## src/design/splc_pkg.sv

```systemverilog
// Purpose: shared constants and types for the shadow pair lock-step control
// Assumes: 40 MHz system clock, APB register access with 32-bit data
// Notes: register offsets are byte addresses, one aligned word per register
package splc_pkg;

  // =========================================================================
  // widths
  localparam int ID_W = 8;
  localparam int DATA_W = 32;

  // =========================================================================
  // register byte offsets
  localparam logic [7:0] OFF_STATE = 8'h00;
  localparam logic [7:0] OFF_LOGICAL_ID = 8'h04;
  localparam logic [7:0] OFF_PROC_ID = 8'h08;
  localparam logic [7:0] OFF_PHYS_ID = 8'h0C;
  localparam logic [7:0] OFF_SPOUSE_ID = 8'h10;
  localparam logic [7:0] OFF_CLEAR_PU = 8'h14;
  localparam logic [7:0] OFF_STATUS = 8'h18;

  // =========================================================================
  // field positions
  localparam int BIT_MARRIED = 0;
  localparam int BIT_SHADOW = 1;
  localparam int BIT_ST_ACTIVE = 0;
  localparam int BIT_ST_ERROR = 1;
  localparam int BIT_ST_BUSY = 2;

  // =========================================================================
  // reset values
  localparam logic [ID_W-1:0] RST_LOGICAL_ID = 8'h00;
  localparam logic [ID_W-1:0] RST_PROC_ID = 8'h00;
  localparam logic [ID_W-1:0] RST_SPOUSE_ID = 8'h00;

  // =========================================================================
  // interconnect commands seen on the memory bus
  localparam logic [1:0] ICR_CMD_NONE = 2'h0;
  localparam logic [1:0] ICR_CMD_CLEAR_PU = 2'h1;
  localparam logic [1:0] ICR_CMD_UNMARRY = 2'h2;

  // =========================================================================
  // timing: processor clear pulse width
  localparam int CLK_PERIOD_PS = 25000;
  localparam int CLEAR_PU_NS = 100;
  localparam int CLEAR_PU_CYC = (CLEAR_PU_NS * 1000 + CLK_PERIOD_PS - 1) / CLK_PERIOD_PS;
  localparam logic [3:0] CLEAR_PU_CNT = 4'(CLEAR_PU_CYC);

  // =========================================================================
  // request sequencer, gray coded along the usual path
  typedef enum logic [1:0] {
    SPLC_IDLE = 2'b00,
    SPLC_WAIT = 2'b01,
    SPLC_DRIVE = 2'b11,
    SPLC_DONE = 2'b10
  } splc_seq_type;

endpackage

```

## src/design/splc_lockstep.sv

```systemverilog
// Purpose: lock-step role control of one bus_interface_unit in a shadow pair
// Assumes: memory bus, arbitration and interconnect inputs are asynchronous
// Notes: apb answers one cycle after setup; bus pins are split into out/oe
`timescale 1ns/10ps

// Operation
// - marriage makes primary active, shadow passive
// - only active partner drives memory bus
// - passive partner tracks bus and arbitration
// - both capture incoming data, active sends
// - swap roles after every own request
// - self checks run whether active or passive
// - unmarry takes effect in both together
// - unmarried modules both become active, but an active one unmarried in its drive step goes passive
// - unmarried decode physical id, arbitrate logical
// - married decode uses shared logical id
// - shadow passive until primary first request
// - processor clear command pulses clear output
module splc_lockstep
  import splc_pkg::*;
(
  input wire logic i_sys_clk,
  input wire logic i_reset_n,
  // apb slave
  input wire logic i_psel,
  input wire logic i_penable,
  input wire logic i_pwrite,
  input wire logic [31:0] i_paddr,
  input wire logic [31:0] i_pwdata,
  output logic [31:0] o_prdata,
  output logic o_pready,
  output logic o_pslverr,
  // processor side request
  input wire logic i_proc_req,
  input wire logic [DATA_W-1:0] i_proc_wdata,
  output logic o_proc_done,
  output logic [DATA_W-1:0] o_proc_rdata,
  output logic o_proc_clear,
  // memory bus and arbitration
  input wire logic i_arb_grant,
  input wire logic i_mbus_valid,
  input wire logic [DATA_W-1:0] i_mbus_data,
  input wire logic i_mbus_parity,
  output logic [DATA_W-1:0] o_mbus_data,
  output logic o_mbus_oe,
  output logic [ID_W-1:0] o_arb_id,
  output logic o_arb_oe,
  // interconnect register command from the bus
  input wire logic i_icr_valid,
  input wire logic [ID_W-1:0] i_icr_id,
  input wire logic [1:0] i_icr_cmd,
  // physical module id strap
  input wire logic [ID_W-1:0] i_phys_id
);

  // ==========================================================================
  // state
  typedef struct packed {
    // synchronisers, first stage read only by the second
    logic grant_s1;
    logic grant_s2;
    logic mvalid_s1;
    logic mvalid_s2;
    logic [DATA_W-1:0] mdata_s1;
    logic [DATA_W-1:0] mdata_s2;
    logic mpar_s1;
    logic mpar_s2;
    logic icr_valid_s1;
    logic icr_valid_s2;
    logic [ID_W-1:0] icr_id_s1;
    logic [ID_W-1:0] icr_id_s2;
    logic [1:0] icr_cmd_s1;
    logic [1:0] icr_cmd_s2;
    logic [ID_W-1:0] phys_s1;
    logic [ID_W-1:0] phys_s2;
    // configuration
    logic married;
    logic shadow;
    logic [ID_W-1:0] logical_id;
    logic [ID_W-1:0] proc_id;
    logic [ID_W-1:0] spouse_id;
    // role and status
    logic active;
    logic error;
    splc_seq_type seq;
    logic [3:0] clr_cnt;
    // outputs
    logic [31:0] prdata;
    logic pready;
    logic pslverr;
    logic proc_done;
    logic [DATA_W-1:0] proc_rdata;
    logic proc_clear;
    logic [DATA_W-1:0] mbus_data;
    logic mbus_oe;
    logic [ID_W-1:0] arb_id;
    logic arb_oe;
  } splc_state_type;

  splc_state_type r;
  splc_state_type next_r;

  // ==========================================================================
  // address decode shared by read mux and error answer
  function automatic logic splc_mapped(input logic [31:0] addr);
    logic hit;
    hit = 1'b0;
    if (addr[31:8] != 24'h00_0000) begin
      hit = 1'b0;
    end else if (addr[1:0] != 2'b00) begin
      hit = 1'b0;
    end else if (addr[7:0] <= OFF_STATUS) begin
      hit = 1'b1;
    end
    return hit;
  endfunction

  // ==========================================================================
  // combinational next state
  always_comb begin
    logic apb_wr;
    logic icr_hit;
    logic [ID_W-1:0] match_id;
    logic unmarry;
    logic clear_cmd;
    logic married_w;
    logic shadow_w;
    logic [7:0] off;
    apb_wr = 1'b0;
    icr_hit = 1'b0;
    match_id = '0;
    unmarry = 1'b0;
    clear_cmd = 1'b0;
    married_w = 1'b0;
    shadow_w = 1'b0;
    off = i_paddr[7:0];
    next_r = r;

    // two-flop synchronisers for everything arriving from the bus pins
    next_r.grant_s1 = i_arb_grant;
    next_r.grant_s2 = r.grant_s1;
    next_r.mvalid_s1 = i_mbus_valid;
    next_r.mvalid_s2 = r.mvalid_s1;
    next_r.mdata_s1 = i_mbus_data;
    next_r.mdata_s2 = r.mdata_s1;
    next_r.mpar_s1 = i_mbus_parity;
    next_r.mpar_s2 = r.mpar_s1;
    next_r.icr_valid_s1 = i_icr_valid;
    next_r.icr_valid_s2 = r.icr_valid_s1;
    next_r.icr_id_s1 = i_icr_id;
    next_r.icr_id_s2 = r.icr_id_s1;
    next_r.icr_cmd_s1 = i_icr_cmd;
    next_r.icr_cmd_s2 = r.icr_cmd_s1;
    next_r.phys_s1 = i_phys_id;
    next_r.phys_s2 = r.phys_s1;

    // interconnect decode: shared logical id while married, own id after
    match_id = r.married ? r.logical_id : r.phys_s2;
    icr_hit = r.icr_valid_s2 && (r.icr_id_s2 == match_id);
    // the unmarry command reaches both partners through the same id
    unmarry = icr_hit && (r.icr_cmd_s2 == ICR_CMD_UNMARRY);
    clear_cmd = icr_hit && (r.icr_cmd_s2 == ICR_CMD_CLEAR_PU);

    // ------------------------------------------------------------------------
    // apb: ready comes one cycle after setup, so every access is two cycles
    next_r.pready = i_psel && !i_penable && !r.pready;
    apb_wr = i_psel && i_penable && r.pready && i_pwrite && splc_mapped(i_paddr);
    // the error answer stands only with pready, never into the next cycle
    next_r.pslverr = 1'b0;
    if (i_psel && !i_penable) begin
      next_r.pslverr = !splc_mapped(i_paddr);
      next_r.prdata = 32'h0000_0000;
      if (!i_pwrite && splc_mapped(i_paddr)) begin
        if (off == OFF_STATE) begin
          next_r.prdata[BIT_MARRIED] = r.married;
          next_r.prdata[BIT_SHADOW] = r.shadow;
        end else if (off == OFF_LOGICAL_ID) begin
          next_r.prdata[ID_W-1:0] = r.logical_id;
        end else if (off == OFF_PROC_ID) begin
          next_r.prdata[ID_W-1:0] = r.proc_id;
        end else if (off == OFF_PHYS_ID) begin
          next_r.prdata[ID_W-1:0] = r.phys_s2;
        end else if (off == OFF_SPOUSE_ID) begin
          next_r.prdata[ID_W-1:0] = r.spouse_id;
        end else if (off == OFF_STATUS) begin
          next_r.prdata[BIT_ST_ACTIVE] = r.active;
          next_r.prdata[BIT_ST_ERROR] = r.error;
          next_r.prdata[BIT_ST_BUSY] = (r.seq != SPLC_IDLE);
        end
      end
    end

    // ------------------------------------------------------------------------
    // register writes; the state register also sets the role flag
    married_w = i_pwdata[BIT_MARRIED];
    shadow_w = i_pwdata[BIT_SHADOW];
    if (apb_wr) begin
      if (off == OFF_STATE) begin
        next_r.married = married_w;
        next_r.shadow = shadow_w;
        if (married_w && !r.married) begin
          // shadow waits passive for the primary's first request
          next_r.active = !shadow_w;
        end else if (!married_w) begin
          next_r.active = 1'b1;
        end
      end else if (off == OFF_LOGICAL_ID) begin
        next_r.logical_id = i_pwdata[ID_W-1:0];
      end else if (off == OFF_PROC_ID) begin
        next_r.proc_id = i_pwdata[ID_W-1:0];
      end else if (off == OFF_SPOUSE_ID) begin
        next_r.spouse_id = i_pwdata[ID_W-1:0];
      end else if (off == OFF_CLEAR_PU) begin
        clear_cmd = 1'b1;
      end
    end

    // a bus unmarry clears the bit in the same cycle in both partners
    if (unmarry) begin
      next_r.married = 1'b0;
      next_r.active = 1'b1;
    end

    // ------------------------------------------------------------------------
    // processor clear pulse of fixed width, retriggered by a new command
    if (clear_cmd) begin
      next_r.clr_cnt = CLEAR_PU_CNT;
    end else if (r.clr_cnt != 4'h0) begin
      next_r.clr_cnt = r.clr_cnt - 4'h1;
    end
    next_r.proc_clear = clear_cmd || (r.clr_cnt > 4'h1);

    // ------------------------------------------------------------------------
    // incoming data is taken regardless of role
    if (r.mvalid_s2) begin
      next_r.proc_rdata = r.mdata_s2;
    end

    // self check on incoming parity keeps running while passive too;
    // a new error wins over a software clear in the same cycle
    if (apb_wr && off == OFF_STATUS && i_pwdata[BIT_ST_ERROR]) begin
      next_r.error = 1'b0;
    end
    if (r.mvalid_s2 && ((^r.mdata_s2) != r.mpar_s2)) begin
      next_r.error = 1'b1;
    end

    // ------------------------------------------------------------------------
    // request sequencer: both partners step through it on the same grant
    next_r.proc_done = 1'b0;
    next_r.mbus_oe = 1'b0;
    next_r.arb_oe = 1'b0;
    next_r.arb_id = r.logical_id;
    case (r.seq)
      SPLC_IDLE: begin
        if (i_proc_req) begin
          next_r.seq = SPLC_WAIT;
          next_r.arb_oe = r.active;
        end
      end
      SPLC_WAIT: begin
        // passive partner watches the same grant to stay in step
        next_r.arb_oe = r.active;
        if (r.grant_s2) begin
          next_r.seq = SPLC_DRIVE;
          next_r.arb_oe = 1'b0;
          next_r.mbus_oe = r.active;
          next_r.mbus_data = r.active ? i_proc_wdata : 32'h0000_0000;
        end
      end
      SPLC_DRIVE: begin
        next_r.seq = SPLC_DONE;
        next_r.proc_done = 1'b1;
        // ping-pong: the partner that just waited drives next time
        if (r.married) begin
          next_r.active = !r.active;
        end
      end
      SPLC_DONE: begin
        if (!i_proc_req) begin
          next_r.seq = SPLC_IDLE;
        end
      end
      default: begin
        next_r.seq = SPLC_IDLE;
      end
    endcase
  end

  // ==========================================================================
  // state register; unmarried and active out of reset
  always_ff @(posedge i_sys_clk or negedge i_reset_n) begin
    if (!i_reset_n) begin
      r <= '0;
      r.active <= 1'b1;
      r.logical_id <= RST_LOGICAL_ID;
      r.proc_id <= RST_PROC_ID;
      r.spouse_id <= RST_SPOUSE_ID;
      r.seq <= SPLC_IDLE;
    end else begin
      r <= next_r;
    end
  end

  // ==========================================================================
  // outputs, all straight from the state register
  assign o_prdata = r.prdata;
  assign o_pready = r.pready;
  assign o_pslverr = r.pslverr;
  assign o_proc_done = r.proc_done;
  assign o_proc_rdata = r.proc_rdata;
  assign o_proc_clear = r.proc_clear;
  assign o_mbus_data = r.mbus_data;
  assign o_mbus_oe = r.mbus_oe;
  assign o_arb_id = r.arb_id;
  assign o_arb_oe = r.arb_oe;

endmodule

```

## config.mk

```make
export PLATFORM = sky130hd
export DESIGN_NAME = splc_lockstep
export DESIGN_NICKNAME = d
export VERILOG_FILES = /design/src/design/splc_pkg.sv /design/src/design/splc_lockstep.sv
export SDC_FILE = /design/constraint.sdc
export NUM_CORES = 1
export LEC_CHECK = 0
export BUFFER_PORTS_ARGS = -buffer_cell sky130_fd_sc_hd__buf_2
export CORE_ASPECT_RATIO = 1.5
export CORE_MARGIN = 5
export CORE_UTILIZATION = 32
export CTS_BUF_LIST = sky130_fd_sc_hd__clkbuf_8
export CTS_CLUSTER_SIZE = 12
export DETAILED_ROUTE_END_ITERATION = 8
export HOLD_SLACK_MARGIN = 0.05
export PLACE_DENSITY = 0.62
export SKIP_CTS_REPAIR_TIMING = 1
export SYNTH_ARGS = -nofsm -noshare
export SYNTH_HDL_FRONTEND = slang
export SYNTH_SLANG_ARGS = --single-unit
export TNS_END_PERCENT = 30
```

## constraint.sdc

```tcl
create_clock -name i_sys_clk -period 2.8 [get_ports i_sys_clk]
set_clock_uncertainty 0.05 [all_clocks]
set_input_delay 0.56 -clock i_sys_clk [delete_from_list [all_inputs] [get_ports i_sys_clk]]
set_output_delay 0.56 -clock i_sys_clk [all_outputs]
set_load 0.03 [all_outputs]
```

==> qor.yml <==
critPathSlowestCell: "dfrtp_1"
port_buffers: 217
final.setup.tns_ns: 0
drc: 0
vias: 5454
totalPowerFinal_w: 0.00892
worstMarginPinSlew_ns: 0.641
min_period_ns: 2.23
grt_max_degree: 82
synth_top_family_by_area: "buffers and inverters"
clkSlewWorstSetupHoldPaths_ns: 0.07
detail_route.iter0.violations: 127
hpwl_um: 14300
synth_compound_area_share_pct: 5.28
dr.pass1.iters: 4
synth_area_sq_um: 9000
path_buf_inv: 0
synthCells: 707
synthMuxAreaShare_pct: 8.48
critical_path.startpoint_type: "register"
ff2ff_path_depth: 6
drive_above_1_share_pct: 38.8
rsz0062_at_grt: "false"
cts-root-buf: "clkbuf_8"
hp-start: "i_icr_valid"
crit_type: "register to register"
crit_start: "r[143]"
reg2reg_to: "r[143]"
crit_chain: "mux2i_1 -> xor2_1 -> nor4bb_1 -> nand4_1 -> or3b_1 -> and2_1"
clock_sink_count: 228
dieArea_sq_um: 31600
ys_warn_count: 0
place.gp.congestion: 0.821
hold_end: "next_r[180]"
power.leakage_nw: 5.30
antenna_found_initial: 4
place_area_sq_um: 9930
totalWireLength_um: 19400
hold_depth: 1
ys.flop_type: "dfrtp_1"
r2r-start: "r[143]"
ir_worst_vdd_mv: 0.471
worstHoldPathType: "primary input to register"
synth_edf_count: 0
core-area_sq_um: 27900
boundaryPins: 266
die_w_um: 147
num_rows: 75
grt_pass1_wl_um: 31100
crit_required_ns: 3.18
avgViaCountPerCell: 4.33
grt_usage_pct: 12.3
final_cell_mix: "dfrtp_1, buf_2, nand2_1, mux2_2, clkbuf_8"
synthXorXnorAreaFrac_pct: 4.14
initial_core_util_pct: 32.3
drv_slew: 0
critical_path.max_fanout: 8
period_share_pct: 79.7
ys_ff_latch: 228
gr-total-overflow: 0
run_status: "complete, no violations"
synth-simple-area-share_pct: 8.29
yosysUniqueCellTypes: 54
cp_top_family: "simple AND/OR/NAND/NOR gates"
relSlewSlack_pct: 56.8
grt_pass1_vias: 5868
final_common_cell: "dfrtp_1"
maxCapViolations: 0
final_util_pct: 38.8
cts.path.max_buffers: 3
cts_tree: "built"
routedWlPerCell_um: 15.4
setup_viol: 0
worstSetupEndpointType: "register"
yosys.area_share.adder_pct: 0.417
final-hold-violation-count: 0
die_h_um: 215
crit_arrival_ns: 2.61
ys_seq_area_share_pct: 63.4
cpPeakStageDelay_ns: 0.57
async_flop_share_pct: 100
htree_levels: 2
max_freq_mhz: 448
p_per_area_nw_per_um2: 826
cts_buffers: 36
syn_to_final_growth_pct: 20.1
syn_avg_cell_area_sq_um: 12.7
r2r_setup_slack_ns: 0.57
design_area_sq_um: 10800
clock_latency_ns: 0.54
detail-route-antenna-nets: 0
hold_ws_ns: 0.0833
final_nets: 1045
[state kept, by name (all words and copies together) (netlist names)]
register,count
o_prdata,8
r,80
o_arb_id,8
o_mbus_data,32
o_mbus_oe,1
next_r,62
o_arb_oe,1
o_proc_clear,1
o_proc_rdata,32
o_pslverr,1
o_pready,1
o_proc_done,1
[worst max-delay path by stage]
stage / slack (ns) / end / depth (start not counted)
6_report: 0.57 / r[143] / 6
5_1_grt: 0.46 / r[112] / 7
4_1_cts: 0.55 / r[143] / 6
3_5_place_dp: 0.1 / r[112] / 7
3_3_place_gp: 0.13 / r[112] / 7
2_1_floorplan: 0.47 / r[143] / 5
[cell usage after synthesis (2+ instances only)]
cell,number,share of area [%]
nor3b_1,2,0.17
clkbuf_1,19,0.79
buf_4,104,8.7
mux2_1,8,1.0
xor2_1,6,0.58
or3_4,2,0.25
a222oi_1,2,0.22
a21oi_1,6,0.33
or3_1,3,0.21
o21ai_1,5,0.28
dfrtp_1,227,63
o22ai_1,2,0.14
a31oi_1,2,0.14
mux2_2,50,6.3
a31o_2,2,0.19
nand4_1,6,0.42
o21ai_2,2,0.19
nor2_1,30,1.3
buf_2,2,0.11
ha_1,3,0.42
nand2_1,83,3.5
nand2b_1,5,0.35
nor4_1,7,0.49
and2_1,2,0.14
inv_1,8,0.33
nand3_1,2,0.11
xnor2_1,34,3.3
nor3_1,2,0.11
o221ai_1,4,0.39
o21ai_0,39,2.2
o2bb2ai_1,4,0.39
mux2i_1,11,1.2
o41ai_1,2,0.19
[kinds of logic (layout without fill, tap and decap cells)]
| group | after synthesis | in the layout |
|---|---|---|
| flip-flops | 228 | 228 |
| AND/OR/NAND/NOR | 156 | 156 |
| buffers and inverters | 133 | 317 |
| AO/OA/AOI/OAI | 76 | 76 |
| multiplexers | 69 | 69 |
| XOR/XNOR | 41 | 41 |
| adder cells (fa/ha/maj) | 3 | 3 |
| other | 1 | 25 |
[layer usage]
layer,routed length [um],vias up,track usage (%)
li1,-,2605,-
met1,7090,2601,13.2
met2,10200,194,22.3
met3,1430,46,3.73
met4,620,8,5.53
met5,53,-,0
[report_power, final]
group,switching (W),internal [W]
combinational,0.00128,0.000622
clock,0.00131,0.00178
sequential,0.000212,0.00372
total,0.00280,0.00612
[final cells by class]
| type | count | area, sq um |
|---|---|---|
| fill | 2672 | 17100 |
| multi-input combinational | 369 | 2480 |
| tap | 346 | 433 |
| clock buffer | 43 | 592 |
| clock inverter | 23 | 208 |
| inverter | 8 | 30.0 |
| antenna | 1 | 2.50 |
| timing repair buffer | 243 | 1350 |
| sequential | 228 | 5710 |
[through the flow]
step / setup slack [ns] / std cells
after floorplan: 0.471 / 730
after global placement: 0.131 / 1187
after detailed placement: 0.0958 / 1187
after CTS: 0.550 / 1253
after global routing: 0.462 / 1260
final: 0.569 / 1261
No activity file was read; power rests on OpenSTA's default activity.
